<file path="src/pkg/hub_cfg_pkg.sv">
// Purpose: constants and types shared by the hub configuration bank
// Assumes: 8-bit register bus, byte address = 4 x register index
// Notes:   reset values and strap decode are plain defaults
package hub_cfg_pkg;
  localparam int          ADDR_W        = 8;
  localparam int          DATA_W        = 8;
  // register indices; byte address is index * 4
  localparam logic [7:0]  CFG3_IDX      = 8'h08;
  localparam logic [7:0]  FIXMASK_IDX   = 8'h09;
  localparam logic [7:0]  STATUS_IDX    = 8'h10;
  localparam logic [7:0]  CFG3_ADDR     = {CFG3_IDX[5:0], 2'h0};
  localparam logic [7:0]  FIXMASK_ADDR  = {FIXMASK_IDX[5:0], 2'h0};
  localparam logic [7:0]  STATUS_ADDR   = {STATUS_IDX[5:0], 2'h0};
  // field positions in config byte three
  localparam int          STRING_BIT    = 0;
  localparam int          LIGHT_LSB     = 1;
  localparam int          LIGHT_MSB     = 2;
  localparam int          REMAP_BIT     = 3;
  localparam logic [7:0]  CFG3_USED     = 8'h0F;
  localparam logic [7:0]  FIXMASK_USED  = 8'hFE;
  localparam logic [7:0]  CFG3_RST      = 8'h00;
  localparam logic [7:0]  FIXMASK_RST   = 8'h00;
  localparam logic [7:0]  READ_ZERO     = 8'h00;
  // light mode codes; every code but SPEED means usb mode
  localparam logic [1:0]  LIGHT_SPEED   = 2'h1;
  // strap decode: 0 none, 1 port 1, 2 ports 1-2, 3 ports 1-3
  localparam logic [7:0]  STRAP_MASK_0  = 8'h00;
  localparam logic [7:0]  STRAP_MASK_1  = 8'h02;
  localparam logic [7:0]  STRAP_MASK_2  = 8'h06;
  localparam logic [7:0]  STRAP_MASK_3  = 8'h0E;
  // cycles after reset release before straps are trusted
  localparam logic [1:0]  STRAP_SETTLE  = 2'h3;

  typedef enum logic [1:0] {
    ST_WAIT    = 2'b00,
    ST_CAPTURE = 2'b01,
    ST_RUN     = 2'b10
  } strap_state_t;

  typedef struct packed {
    logic       remap_mode;
    logic       speed_lights;
    logic       light_support;
    logic       string_support;
    logic       compound;
    logic [3:0] port_count;
    logic [7:0] fixed_ports;
    logic [7:0] reported_fixed;
  } hub_cfg_t;
endpackage

</file>
<file path="src/rtl/hub_config_byte3_nonremovable.sv">
// Purpose: config byte three and fixed-device port mask of the hub
// Assumes: straps and default select are pins; disable mask and
//          compound bit come from sibling registers on sys_clk
// Notes:   outputs feed the enumeration logic as one struct
// Summary of operation
// - bit 3 picks port numbering: 0 standard, 1 re-map
// - light field bits 2:1: 01 speed mode, other codes usb mode
// - light support reported to host only in usb light mode
// - bit 0 enables string descriptors, 0 disables them
// - mask bit n set marks port n fixed, clear removable
// - host learns which active ports hold fixed devices
// - mask bit 0 always held and read as zero
// - internal default takes fixed ports from strap pins
// - standard mode drops disabled ports, recounts, renumbers
// - strap-declared fixed port forces compound device report
`timescale 1ns/100ps
module hub_config_byte3_nonremovable
  import hub_cfg_pkg::*;
#(
  parameter int NUM_PORTS = 7
) (
  // clock and reset
  input  wire logic              sys_clk,
  input  wire logic              rst_n,
  // register port
  input  wire logic [ADDR_W-1:0] reg_addr,
  input  wire logic [DATA_W-1:0] reg_wdata,
  input  wire logic              reg_wr,
  input  wire logic              reg_rd,
  output logic      [DATA_W-1:0] reg_rdata,
  // configuration source pins
  input  wire logic              use_internal_default,
  input  wire logic [1:0]        fixed_device_strap_pins,
  // sibling configuration, same clock
  input  wire logic              compound_cfg,
  input  wire logic [7:0]        self_powered_port_off_mask,
  // to enumeration logic
  output hub_cfg_t               hub_cfg,
  output logic                   cfg_ready
);

  logic [2:0]   pin_meta;
  logic [2:0]   pin_sync;
  strap_state_t state;
  strap_state_t next_state;
  logic [1:0]   settle_cnt;
  logic         strap_default;
  logic [7:0]   strap_mask;
  logic [7:0]   config_byte_three;
  logic [7:0]   fixed_device_port_mask;
  logic [7:0]   eff_fixed;
  logic [7:0]   compact_fixed;
  logic [3:0]   active_count;
  logic [3:0]   disabled_count;
  logic [1:0]   indicator_light_mode;
  logic         port_renumber_enable;
  hub_cfg_t     next_cfg;
  logic [7:0]   next_rdata;

  // pins come from outside; second flop alone is read
  always_ff @(posedge sys_clk or negedge rst_n) begin
    if (!rst_n) begin
      pin_meta <= 3'h0;
      pin_sync <= 3'h0;
    end else begin
      pin_meta <= {use_internal_default, fixed_device_strap_pins};
      pin_sync <= pin_meta;
    end
  end

  // strap capture sequencer
  always_comb begin
    next_state = state;
    case (state)
      ST_WAIT:    if (settle_cnt == STRAP_SETTLE) next_state = ST_CAPTURE;
      ST_CAPTURE: next_state = ST_RUN;
      ST_RUN:     next_state = ST_RUN;
      default:    next_state = ST_WAIT;
    endcase
  end

  always_ff @(posedge sys_clk or negedge rst_n) begin
    if (!rst_n) begin
      state <= ST_WAIT;
    end else begin
      state <= next_state;
    end
  end

  always_ff @(posedge sys_clk or negedge rst_n) begin
    if (!rst_n) begin
      settle_cnt <= 2'h0;
    end else if (state == ST_WAIT && settle_cnt != STRAP_SETTLE) begin
      settle_cnt <= settle_cnt + 2'h1;
    end
  end

  // straps caught once after release; later pin motion is ignored
  always_ff @(posedge sys_clk or negedge rst_n) begin
    if (!rst_n) begin
      strap_default <= 1'b0;
      strap_mask    <= STRAP_MASK_0;
    end else if (state == ST_CAPTURE) begin
      strap_default <= pin_sync[2];
      case (pin_sync[1:0])
        2'h0:    strap_mask <= STRAP_MASK_0;
        2'h1:    strap_mask <= STRAP_MASK_1;
        2'h2:    strap_mask <= STRAP_MASK_2;
        default: strap_mask <= STRAP_MASK_3;
      endcase
    end
  end

  // register writes
  always_ff @(posedge sys_clk or negedge rst_n) begin
    if (!rst_n) begin
      config_byte_three <= CFG3_RST;
    end else if (reg_wr && reg_addr == CFG3_ADDR) begin
      config_byte_three <= reg_wdata & CFG3_USED;
    end
  end

  always_ff @(posedge sys_clk or negedge rst_n) begin
    if (!rst_n) begin
      fixed_device_port_mask <= FIXMASK_RST;
    end else if (reg_wr && reg_addr == FIXMASK_ADDR) begin
      fixed_device_port_mask <= reg_wdata & FIXMASK_USED;
    end
  end

  assign port_renumber_enable = config_byte_three[REMAP_BIT];
  assign indicator_light_mode = config_byte_three[LIGHT_MSB:LIGHT_LSB];

  // strap source overrides the register under the internal default
  assign eff_fixed = (strap_default ? strap_mask
                                    : fixed_device_port_mask) & FIXMASK_USED;

  // standard mode: skip disabled ports, renumber the rest densely
  always_comb begin
    active_count  = 4'h0;
    compact_fixed = 8'h00;
    for (int p = 1; p < 8; p++) begin
      if (p <= NUM_PORTS && !self_powered_port_off_mask[p]) begin
        active_count = active_count + 4'h1;
        compact_fixed[active_count[2:0]] = eff_fixed[p];
      end
    end
  end

  always_comb begin
    next_cfg                = '0;
    next_cfg.remap_mode     = port_renumber_enable;
    next_cfg.speed_lights   = (indicator_light_mode == LIGHT_SPEED);
    next_cfg.light_support  = (indicator_light_mode != LIGHT_SPEED);
    next_cfg.string_support = config_byte_three[STRING_BIT];
    next_cfg.compound       = compound_cfg |
                              (strap_default && eff_fixed != 8'h00);
    next_cfg.fixed_ports    = eff_fixed;
    if (port_renumber_enable) begin
      next_cfg.port_count     = 4'(NUM_PORTS);
      next_cfg.reported_fixed = eff_fixed;
    end else begin
      next_cfg.port_count     = active_count;
      next_cfg.reported_fixed = compact_fixed;
    end
  end

  // held at reset values until straps are known
  always_ff @(posedge sys_clk or negedge rst_n) begin
    if (!rst_n) begin
      hub_cfg   <= '0;
      cfg_ready <= 1'b0;
    end else if (state == ST_RUN) begin
      hub_cfg   <= next_cfg;
      cfg_ready <= 1'b1;
    end
  end

  // read data valid in the cycle after the strobe only
  always_comb begin
    next_rdata = READ_ZERO;
    case (reg_addr)
      CFG3_ADDR:    next_rdata = config_byte_three;
      FIXMASK_ADDR: next_rdata = fixed_device_port_mask;
      STATUS_ADDR:  next_rdata = {hub_cfg.port_count, hub_cfg.compound,
                                  strap_default, hub_cfg.light_support,
                                  cfg_ready};
      default:      next_rdata = READ_ZERO;
    endcase
  end

  always_ff @(posedge sys_clk or negedge rst_n) begin
    if (!rst_n) begin
      reg_rdata <= READ_ZERO;
    end else if (reg_rd) begin
      reg_rdata <= next_rdata;
    end else begin
      reg_rdata <= READ_ZERO;
    end
  end

  assign disabled_count = 4'($countones(self_powered_port_off_mask[7:1]));

  a_remap_follow: assert property (@(posedge sys_clk) disable iff (!rst_n)
    state == ST_RUN |=> hub_cfg.remap_mode == $past(config_byte_three[REMAP_BIT]))
    else $error("remap mode does not follow config bit 3");

  a_speed_decode: assert property (@(posedge sys_clk) disable iff (!rst_n)
    state == ST_RUN && indicator_light_mode == LIGHT_SPEED |=> hub_cfg.speed_lights
      && !hub_cfg.light_support)
    else $error("light code 01 not decoded as speed mode");

  a_light_report: assert property (@(posedge sys_clk) disable iff (!rst_n)
    state == ST_RUN && indicator_light_mode != LIGHT_SPEED |=> hub_cfg.light_support
      && !hub_cfg.speed_lights)
    else $error("usb light mode not reported as supported");

  a_string_follow: assert property (@(posedge sys_clk) disable iff (!rst_n)
    state == ST_RUN |=> hub_cfg.string_support == $past(config_byte_three[STRING_BIT]))
    else $error("string support does not follow bit 0");

  a_mask_write: assert property (@(posedge sys_clk) disable iff (!rst_n)
    reg_wr && reg_addr == FIXMASK_ADDR |=> fixed_device_port_mask
      == ($past(reg_wdata) & FIXMASK_USED))
    else $error("fixed port mask write lost");

  a_mask_bit0_zero: assert property (@(posedge sys_clk) disable iff (!rst_n)
    !fixed_device_port_mask[0] && !hub_cfg.fixed_ports[0]
      && !hub_cfg.reported_fixed[0])
    else $error("fixed mask bit 0 not zero");

  a_remap_report: assert property (@(posedge sys_clk) disable iff (!rst_n)
    state == ST_RUN && port_renumber_enable |=> hub_cfg.reported_fixed
      == $past(eff_fixed) && hub_cfg.port_count == 4'(NUM_PORTS))
    else $error("re-map mode report differs from fixed mask");

  a_strap_source: assert property (@(posedge sys_clk) disable iff (!rst_n)
    state == ST_RUN && strap_default |=> hub_cfg.fixed_ports == $past(strap_mask))
    else $error("internal default ignores strap pins");

  a_std_count: assert property (@(posedge sys_clk) disable iff (!rst_n)
    state == ST_RUN && !port_renumber_enable && NUM_PORTS == 7 |=>
      hub_cfg.port_count == 4'd7 - $past(disabled_count))
    else $error("standard mode port count wrong");

  a_strap_compound: assert property (@(posedge sys_clk) disable iff (!rst_n)
    state == ST_RUN && strap_default && strap_mask != 8'h00 |=> hub_cfg.compound)
    else $error("strapped fixed port without compound report");

  a_reserved_zero: assert property (@(posedge sys_clk) disable iff (!rst_n)
    reg_rd && reg_addr == CFG3_ADDR |=> reg_rdata[7:4] == 4'h0
      && reg_rdata == $past(config_byte_three))
    else $error("config byte reserved bits not zero");

  a_ready_time: assert property (@(posedge sys_clk) disable iff (!rst_n)
    $rose(state == ST_CAPTURE) |=> ##1 cfg_ready)
    else $error("outputs not valid two cycles after capture");

  // checks on the view handed to enumeration and on the register port
  a_cfg3_write: assert property (@(posedge sys_clk) disable iff (!rst_n)
    reg_wr && reg_addr == CFG3_ADDR |=> config_byte_three
      == ($past(reg_wdata) & CFG3_USED))
    else $error("config byte write not masked to bits 3:0");

  a_mask_read: assert property (@(posedge sys_clk) disable iff (!rst_n)
    reg_rd && reg_addr == FIXMASK_ADDR |=> !reg_rdata[0])
    else $error("fixed mask bit 0 read back as one");

  a_light_exclusive: assert property (@(posedge sys_clk) disable iff (!rst_n)
    cfg_ready |-> hub_cfg.speed_lights != hub_cfg.light_support)
    else $error("speed and usb light modes reported together");

  a_count_limit: assert property (@(posedge sys_clk) disable iff (!rst_n)
    cfg_ready |-> hub_cfg.port_count <= 4'(NUM_PORTS))
    else $error("reported port count above port total");

  a_std_first_port: assert property (@(posedge sys_clk) disable iff (!rst_n)
    state == ST_RUN && !port_renumber_enable && !self_powered_port_off_mask[1]
      |=> hub_cfg.reported_fixed[1] == $past(eff_fixed[1]))
    else $error("standard mode first port flag misplaced");

  a_reg_compound: assert property (@(posedge sys_clk) disable iff (!rst_n)
    state == ST_RUN && !strap_default |=> hub_cfg.compound
      == $past(compound_cfg))
    else $error("compound report does not follow sibling bit");

  a_strap_frozen: assert property (@(posedge sys_clk) disable iff (!rst_n)
    state == ST_RUN |=> $stable(strap_default) && $stable(strap_mask))
    else $error("strap values moved after capture");

  a_cfg_frozen: assert property (@(posedge sys_clk) disable iff (!rst_n)
    !cfg_ready |-> hub_cfg == '0)
    else $error("enumeration view not zero before ready");

  a_ready_hold: assert property (@(posedge sys_clk) disable iff (!rst_n)
    cfg_ready |=> cfg_ready)
    else $error("ready dropped without reset");

  // idle read data is zero so a stale byte is never taken as an answer
  a_rdata_idle: assert property (@(posedge sys_clk) disable iff (!rst_n)
    !reg_rd |=> reg_rdata == READ_ZERO)
    else $error("read data not zero outside read cycle");

endmodule

</file>
<file path="config.mk">
export PLATFORM = sky130hd
export DESIGN_NAME = hub_config_byte3_nonremovable
export DESIGN_NICKNAME = d
export VERILOG_FILES = /design/src/pkg/hub_cfg_pkg.sv /design/src/rtl/hub_config_byte3_nonremovable.sv
export SDC_FILE = /design/constraint.sdc
export NUM_CORES = 1
export LEC_CHECK = 0
export ABC_AREA = 1
export BUFFER_PORTS_ARGS = -buffer_cell sky130_fd_sc_hd__buf_2
export CAP_MARGIN = 20
export CELL_PAD_IN_SITES_DETAIL_PLACEMENT = 0
export CELL_PAD_IN_SITES_GLOBAL_PLACEMENT = 1
export CORE_MARGIN = 1
export CORE_UTILIZATION = 23
export CTS_CLUSTER_SIZE = 20
export DETAILED_ROUTE_END_ITERATION = 8
export MAX_ROUTING_LAYER = met4
export PLACE_DENSITY_LB_ADDON = 0.1
export SLEW_MARGIN = 20
export SYNTH_ARGS = -nofsm -noshare
export SYNTH_HDL_FRONTEND = slang
export SYNTH_SLANG_ARGS = --single-unit
export TNS_END_PERCENT = 20
</file>
<file path="constraint.sdc">
create_clock -name sys_clk -period 3.5 [get_ports sys_clk]
set_input_delay 0.7 -clock sys_clk [delete_from_list [all_inputs] [get_ports sys_clk]]
set_output_delay 0.7 -clock sys_clk [all_outputs]
set_load 0.005 [all_outputs]
</file>
==> After elaboration in Yosys (flattened, before gate mapping) <==
Index checks and enable logic that the tools add are counted.
{ "totals": {"wordCells": 104, "out_inout_bits": 34, "inputBits": 32, "reg_bits": 63} }
{ "classes": {"n_addsub": 7, "bitwise_logic": 1, "mux": 40, "n_eq_ne": 12, "n_reduce_logical": 14, "order_cmp": 12} }
{ "op_table": {"columns": ["cell", "count"], "rows": [
  ["2-to-1 mux 8 bit", 9],
  ["bitwise mux 8 bit", 6],
  ["2-to-1 mux 4 bit", 7],
  ["adder 4 x 1 -> 4 bit, second input constant", 6],
  ["< comparator 3 x 4 -> 1 bit, second input constant", 6],
  ["one-hot mux 8 bit (3 select lines)", 1],
  ["demux 1 bit (select 3 bit)", 6],
  ["greater-or-equal comparator 3 x 1 -> 1 bit, second input constant", 6],
  ["== test 8 x 6 -> 1 bit, second input constant", 2],
  ["one-hot mux 4 bit (3 select lines)", 1],
  ["logical AND 1 bit", 10],
  ["== test 8 x 7 -> 1 bit, second input constant", 1],
  ["2-to-1 mux 1 bit", 8],
  ["nonzero test 8 bit", 1],
  ["== test 2 x 1 -> 1 bit, second input constant", 3],
  ["== test 2 bit, second input constant", 3],
  ["logical NOT 2 bit", 2],
  ["!= test 2 bit, second input constant", 2],
  ["one-hot mux 2 bit (2 select lines)", 1],
  ["adder 2 x 1 -> 2 bit, second input constant", 1],
  ["2-to-1 mux 2 bit", 1],
  ["!= test 2 x 1 -> 1 bit, second input constant", 1],
  ["OR reduction 2 bit", 1],
  ["OR 1 bit", 1]
]} }

==> Longest topological paths before layout <==
{ "logic_depth": {"depth_word": 19, "depth_mapped": 24, "depth_no_buf": 24} }

==> Least setup slack after synthesis <==
No wires, ideal clock.
{ "synth_timing": {"kind": "input to register", "from": "input self_powered_port_off_mask[1]", "to": "register hub_cfg[1] (netlist name)", "t_required_ns": 3.379, "setup_ns": 0.121, "arrival_time_ns": 3.642, "n_path_buf": 0, "path_stages": 24, "setup_slack_ns": -0.263, "cell_sequence": "inv_1 > ha_1 > inv_2 > nand2_2 > nand2_4 > inv_1 > ha_1 > nand2_1 > o21ai_1 > ha_1 > inv_1 > o21ai_1 > ha_1 > inv_1 > o21ai_1 > ha_1 > inv_1 > nand3_1 > nand2_2 > nand3_1 > nand2_1 > inv_1 > nand2_1 > nand2_1"} }
{ "synth_between": {"elab_chain_len": 19, "elab_cells_between_ends": 56, "classes_between": "6 x add/sub; 12 x order compare; 32 x mux; 6 x reduce/logical"} }
{ "synth_lines": {"columns": ["item", "line", "text"], "rows": [
  ["start: declaration", "hub_config_byte3_nonremovable.sv:36", "input wire logic [7:0] self_powered_port_off_mask,"],
  ["2-to-1 mux 1 bit", "hub_config_byte3_nonremovable.sv:143", "if (p <= NUM_PORTS && !self_powered_port_off_mask[p]) begin"],
  ["adder 4 x 1 -> 4 bit", "hub_config_byte3_nonremovable.sv:144", "active_count = active_count + 4'h1;"],
  ["2-to-1 mux 4 bit (tied with other cells)", "hub_config_byte3_nonremovable.sv:143", null],
  ["adder 4 x 1 -> 4 bit or logical AND 1 bit (tied branches)", "hub_config_byte3_nonremovable.sv:144, hub_config_byte3_nonremovable.sv:145", null],
  ["2-to-1 mux 4 bit (tied with other cells)", "hub_config_byte3_nonremovable.sv:143", null],
  ["adder 4 x 1 -> 4 bit (tied with other cells)", "hub_config_byte3_nonremovable.sv:144", null],
  ["2-to-1 mux 4 bit (tied with other cells)", "hub_config_byte3_nonremovable.sv:143", null],
  ["adder 4 x 1 -> 4 bit (tied with other cells)", "hub_config_byte3_nonremovable.sv:144", null],
  ["(+3 left out)", null, null],
  ["adder 4 x 1 -> 4 bit (tied with other cells)", "hub_config_byte3_nonremovable.sv:144", null],
  ["< comparator 3 x 4 -> 1 bit (not written as such) (tied with other cells)", "hub_config_byte3_nonremovable.sv:145", "compact_fixed[active_count[2:0]] = eff_fixed[p];"],
  ["logical AND 1 bit (not written as such) (tied with other cells)", "hub_config_byte3_nonremovable.sv:145", null],
  ["2-to-1 mux 1 bit (not written as such) or bitwise mux 8 bit (tied branches)", "hub_config_byte3_nonremovable.sv:145", null],
  ["demux 1 bit (select 3 bit) or 2-to-1 mux 8 bit (tied branches)", "hub_config_byte3_nonremovable.sv:145, hub_config_byte3_nonremovable.sv:143", null],
  ["bitwise mux 8 bit", "hub_config_byte3_nonremovable.sv:145", null],
  ["2-to-1 mux 8 bit (*)", "hub_config_byte3_nonremovable.sv:143", null],
  ["2-to-1 mux 8 bit (*)", "hub_config_byte3_nonremovable.sv:159", "if (port_renumber_enable) begin"],
  ["end signal: assignment", "hub_config_byte3_nonremovable.sv:174", "hub_cfg <= next_cfg;"],
  ["end: declaration", "hub_config_byte3_nonremovable.sv:38", "output hub_cfg_t hub_cfg,"]
]} }
Every way passes the cells marked *; elsewhere a longest branch is shown, timed or not.
A chain may end at the register's enable or synchronous reset.

==> Worst setup path in the final report <==
{ "layout_timing": {"from": "input self_powered_port_off_mask[2]", "to": "register hub_cfg[6] (netlist name)"} }
{ "layout_between": {"elab_chain_len": 17, "elab_cells_between_ends": 47, "classes_between": "5 x add/sub; 10 x order compare; 27 x mux; 5 x reduce/logical"} }
{ "layout_lines": {"columns": ["item", "line"], "rows": [
  ["2-to-1 mux 4 bit", "hub_config_byte3_nonremovable.sv:143"],
  ["adder 4 x 1 -> 4 bit", "hub_config_byte3_nonremovable.sv:144"],
  ["2-to-1 mux 4 bit (tied with other cells)", "hub_config_byte3_nonremovable.sv:143"],
  ["adder 4 x 1 -> 4 bit or logical AND 1 bit (tied branches)", "hub_config_byte3_nonremovable.sv:144, hub_config_byte3_nonremovable.sv:145"],
  ["2-to-1 mux 4 bit (tied with other cells)", "hub_config_byte3_nonremovable.sv:143"],
  ["adder 4 x 1 -> 4 bit (tied with other cells)", "hub_config_byte3_nonremovable.sv:144"],
  ["2-to-1 mux 4 bit (tied with other cells)", "hub_config_byte3_nonremovable.sv:143"],
  ["adder 4 x 1 -> 4 bit (tied with other cells)", "hub_config_byte3_nonremovable.sv:144"],
  ["2-to-1 mux 4 bit (tied with other cells)", "hub_config_byte3_nonremovable.sv:143"],
  ["adder 4 x 1 -> 4 bit (tied with other cells)", "hub_config_byte3_nonremovable.sv:144"],
  ["< comparator 3 x 4 -> 1 bit (not written as such) (tied with other cells)", "hub_config_byte3_nonremovable.sv:145"],
  ["logical AND 1 bit (not written as such) (tied with other cells)", "hub_config_byte3_nonremovable.sv:145"],
  ["2-to-1 mux 1 bit (not written as such) or bitwise mux 8 bit (tied branches)", "hub_config_byte3_nonremovable.sv:145"],
  ["demux 1 bit (select 3 bit) or 2-to-1 mux 8 bit (tied branches)", "hub_config_byte3_nonremovable.sv:145, hub_config_byte3_nonremovable.sv:143"],
  ["bitwise mux 8 bit", "hub_config_byte3_nonremovable.sv:145"],
  ["2-to-1 mux 8 bit (*)", "hub_config_byte3_nonremovable.sv:143"],
  ["2-to-1 mux 8 bit (*)", "hub_config_byte3_nonremovable.sv:159"]
]} }
Marks and branches as above.

==> out/qor.yml <==
finClkSkew_ps: 4.38
place.gp.congestion: 0.794
number_of_detailed_route_iterations_in_the_first_pass: 4
floorplan.die.width_um: 129
ioPinCount: 66
relSlewSlack: 0.582
path_delay_family: "adder cells"
synth.yosys.warnings: 0
fp-row-count: 45
ys_top_cells_by_count: "sky130_fd_sc_hd__nand2_1 (123), sky130_fd_sc_hd__inv_1 (63), sky130_fd_sc_hd__dfrtp_1 (58), sky130_fd_sc_hd__nand3_1 (55), sky130_fd_sc_hd__o21ai_0 (32)"
layout.area.seq_sq_um: 1450
vias_per_cell: 4.27
post_cts_hold_buffer_count: 0
dr_total_vias: 3412
groute.usage.overall: 0.145
cts_tree: "yes"
worst_hold_path_type: "flop to flop"
worst_slew_pin_tran_ps: 620
maxCapViolations: 0
syn_to_final_growth_pct: 31.9
worstSetupStartpoint: "self_powered_port_off_mask[2]"
worst_path_slowest_cell: "sky130_fd_sc_hd__ha_4"
path_buf_inv: 9
critical_path_maximum_fanout: 9
antenna_cells: 0
synth_nets: 533
max_freq_ghz: 0.303
fin_ws_ps: 198
synth_area_leader_cell: "sky130_fd_sc_hd__dfrtp_1"
grt_max_degree: 46
synth_sequential_area_ratio: 0.394
worstPathArrival_ps: 3510
clock_sink_count: 58
post_cts_setup_repair_bufs: 0
drt_drc_violations_left: 0
post_synth_main_area_contributors: "sky130_fd_sc_hd__dfrtp_1 (39%), sky130_fd_sc_hd__nand2_1 (13%), sky130_fd_sc_hd__nand3_1 (7.5%)"
max-vdd-ir-drop_v: 0.000235
synth-async-reset-ratio: 1.00
cts_resized: 0
first_global_vias: 3548
hold_viol: 0
crit_path_max_incr_delay_ps: 310
final_layout_size_suffix_gt1_frac: 0.289
finalCriticalPeriod_ps: 3300
worstSetupStartpointType: "input pin"
holdCritStartpoint: "pin_meta[1]$_DFF_PN0_"
rsz0062_at_grt: "no"
detailedPlacementHpwl_um: 8590
final_core_util: 0.315
clockBufferDepth: 2
powerDensity_nw_per_um2: 440
synthesis.instances: 487
clock_tree.root_cell: "sky130_fd_sc_hd__clkbuf_16"
mean_post_synth_cell_area_sq_um: 7.57
synthDistinctLibCells: 42
multi_input_area_sq_um: 1990
dp_worst_setup_slack_ps: -291
grt_first_pass_wirelength_um: 17700
antenna_found_initial: 0
detail_route.iter0.violations: 137
end_kind: "flop"
timing.final.max_slew_violations: 0
synth_enable_flop_cells: 0
cellLeakagePower_nw: 2.53
post-synth-top-count-cell: "sky130_fd_sc_hd__nand2_1"
post-route-period-util: 0.943
buffer_ports.inserted: 63
die_height_um: 129
tritoncts.num_buffers: 9
fin_nets: 631
clkTransAtPathRegs_ps: 50
htree_levels: 3
synthFlopType: "sky130_fd_sc_hd__dfrtp_1"
finalSetupViolations: 0
grt-ovfl-total: 0
core_region_area_sq_um: 15400
worst_ep_required_time_ps: 3710
r2r_start: "state[0]$_DFFE_PN0N_"
nFillCells: 1693
route.final.wire_length_um: 10700
run_status: "completed"
syn-cell-area_sq_um: 3690
ys_seq_elements: 58
fp.dieArea_sq_um: 16500
setup.worst_path.class: "input pin to flop"
wire_per_inst_um: 13.3
cp_cell_sequence: "buf_2, clkinvlp_4, ha_4, inv_2, nand2_2, nand2_4, buf_4, nand2_4, inv_4, nor2_8, inv_1, ha_1, inv_2, o21ai_4, ha_1, inv_2, o21ai_4, ha_4, inv_1, nand3_1, nand2_4, nand4_1, nand3_1, nand2_1"
yosysTopAreaCellShare: 0.394
clk_latency_ps: 320
drtAntennaViolNets: 0
start_util: 0.239
[sequential cells by signal, summed over array words and instances, names as in the netlist, 3 cells and up]
register                flops
reg_rdata                   8
hub_cfg                    24
strap_mask                  3
config_byte_three           4
pin_sync                    3
fixed_device_port_mask      7
pin_meta                    3
[cells by family (layout without fill, tap and decap cells)]
logic type                 Yosys count  count (layout)  synth area share
other                                1               1           0.00102
buffers and inverters               84             186            0.0950
AOI/OAI and AO/OA                   75              75             0.115
adders and majority gates           14              14            0.0475
and+or+nand+nor                    248             248             0.327
muxes                                6               6            0.0183
xor gates and xnor gates             1               1           0.00238
DFF                                 58              58             0.394
[metrics by stage]
step / total power [mW] / cells / cell area [sq um] / setup TNS [ps] / hold WS (ps)
floorplan: 1.11 / 487 / 3770 / 0 / 331
global placement: 1.34 / 785 / 4550 / -1770 / 332
detailed placement: 1.34 / 785 / 4550 / -2160 / 340
CTS: 2.16 / 800 / 4820 / 0 / 346
global route: 2.28 / 800 / 4860 / 0 / 363
finish: 2.14 / 800 / 4860 / 0 / 344
[layer usage]
metal	vias to the layer above	GRT usage	part of all wire
met5	-	-	0
met2	50	0.243	0.49
met3	14	0.0170	0.020
li1	1781	-	-
met4	0	0.0595	0.019
met1	1567	0.177	0.47
[worst paths after layout]
path                       cells past startpoint  slack (ps)                      end
hold reg to reg                                0         340    pin_sync[1]$_DFF_PN0_
min in group asynchronous                      1         370  hub_cfg[21]$_DFFE_PN0N_
setup reg to reg                               8        1320  hub_cfg[16]$_DFFE_PN0N_
setup / recovery                              24         200   hub_cfg[6]$_DFFE_PN0N_
hold / removal                                 0         340    pin_sync[1]$_DFF_PN0_
max in group asynchronous                      2        2580  hub_cfg[10]$_DFFE_PN0N_
[placed cells by master, fill, tap and decap left out, types with 8 or more instances in the layout]
| master | netlist | final |
|---|---|---|
| sky130_fd_sc_hd__a21oi_1 | 14 | 14 |
| sky130_fd_sc_hd__buf_2 | 3 | 62 |
| sky130_fd_sc_hd__buf_4 | 1 | 35 |
| sky130_fd_sc_hd__clkbuf_16 | 0 | 9 |
| sky130_fd_sc_hd__dfrtp_1 | 58 | 58 |
| sky130_fd_sc_hd__ha_1 | 14 | 11 |
| sky130_fd_sc_hd__inv_1 | 63 | 57 |
| sky130_fd_sc_hd__inv_2 | 6 | 10 |
| sky130_fd_sc_hd__nand2_1 | 123 | 123 |
| sky130_fd_sc_hd__nand3_1 | 55 | 50 |
| sky130_fd_sc_hd__nand4_1 | 8 | 8 |
| sky130_fd_sc_hd__nor2_1 | 29 | 29 |
| sky130_fd_sc_hd__o21ai_0 | 32 | 32 |
[power breakdown]
group | leakage, nW | internal, mW | switching (mW)
combinational | 1.66 | 0.233 | 0.350
sequential | 0.733 | 0.720 | 0.0364
clock | 0.138 | 0.509 | 0.291
[final cells by class]
type | count | share of cell area
multi-input combinational | 345 | 0.410
tap | 211 | 0.0543
timing repair buffer | 97 | 0.118
clock buffer | 12 | 0.0527
inverter | 74 | 0.0641
clock inverter | 3 | 0.00309
sequential | 58 | 0.298
Power figures use the tool's default switching activity.
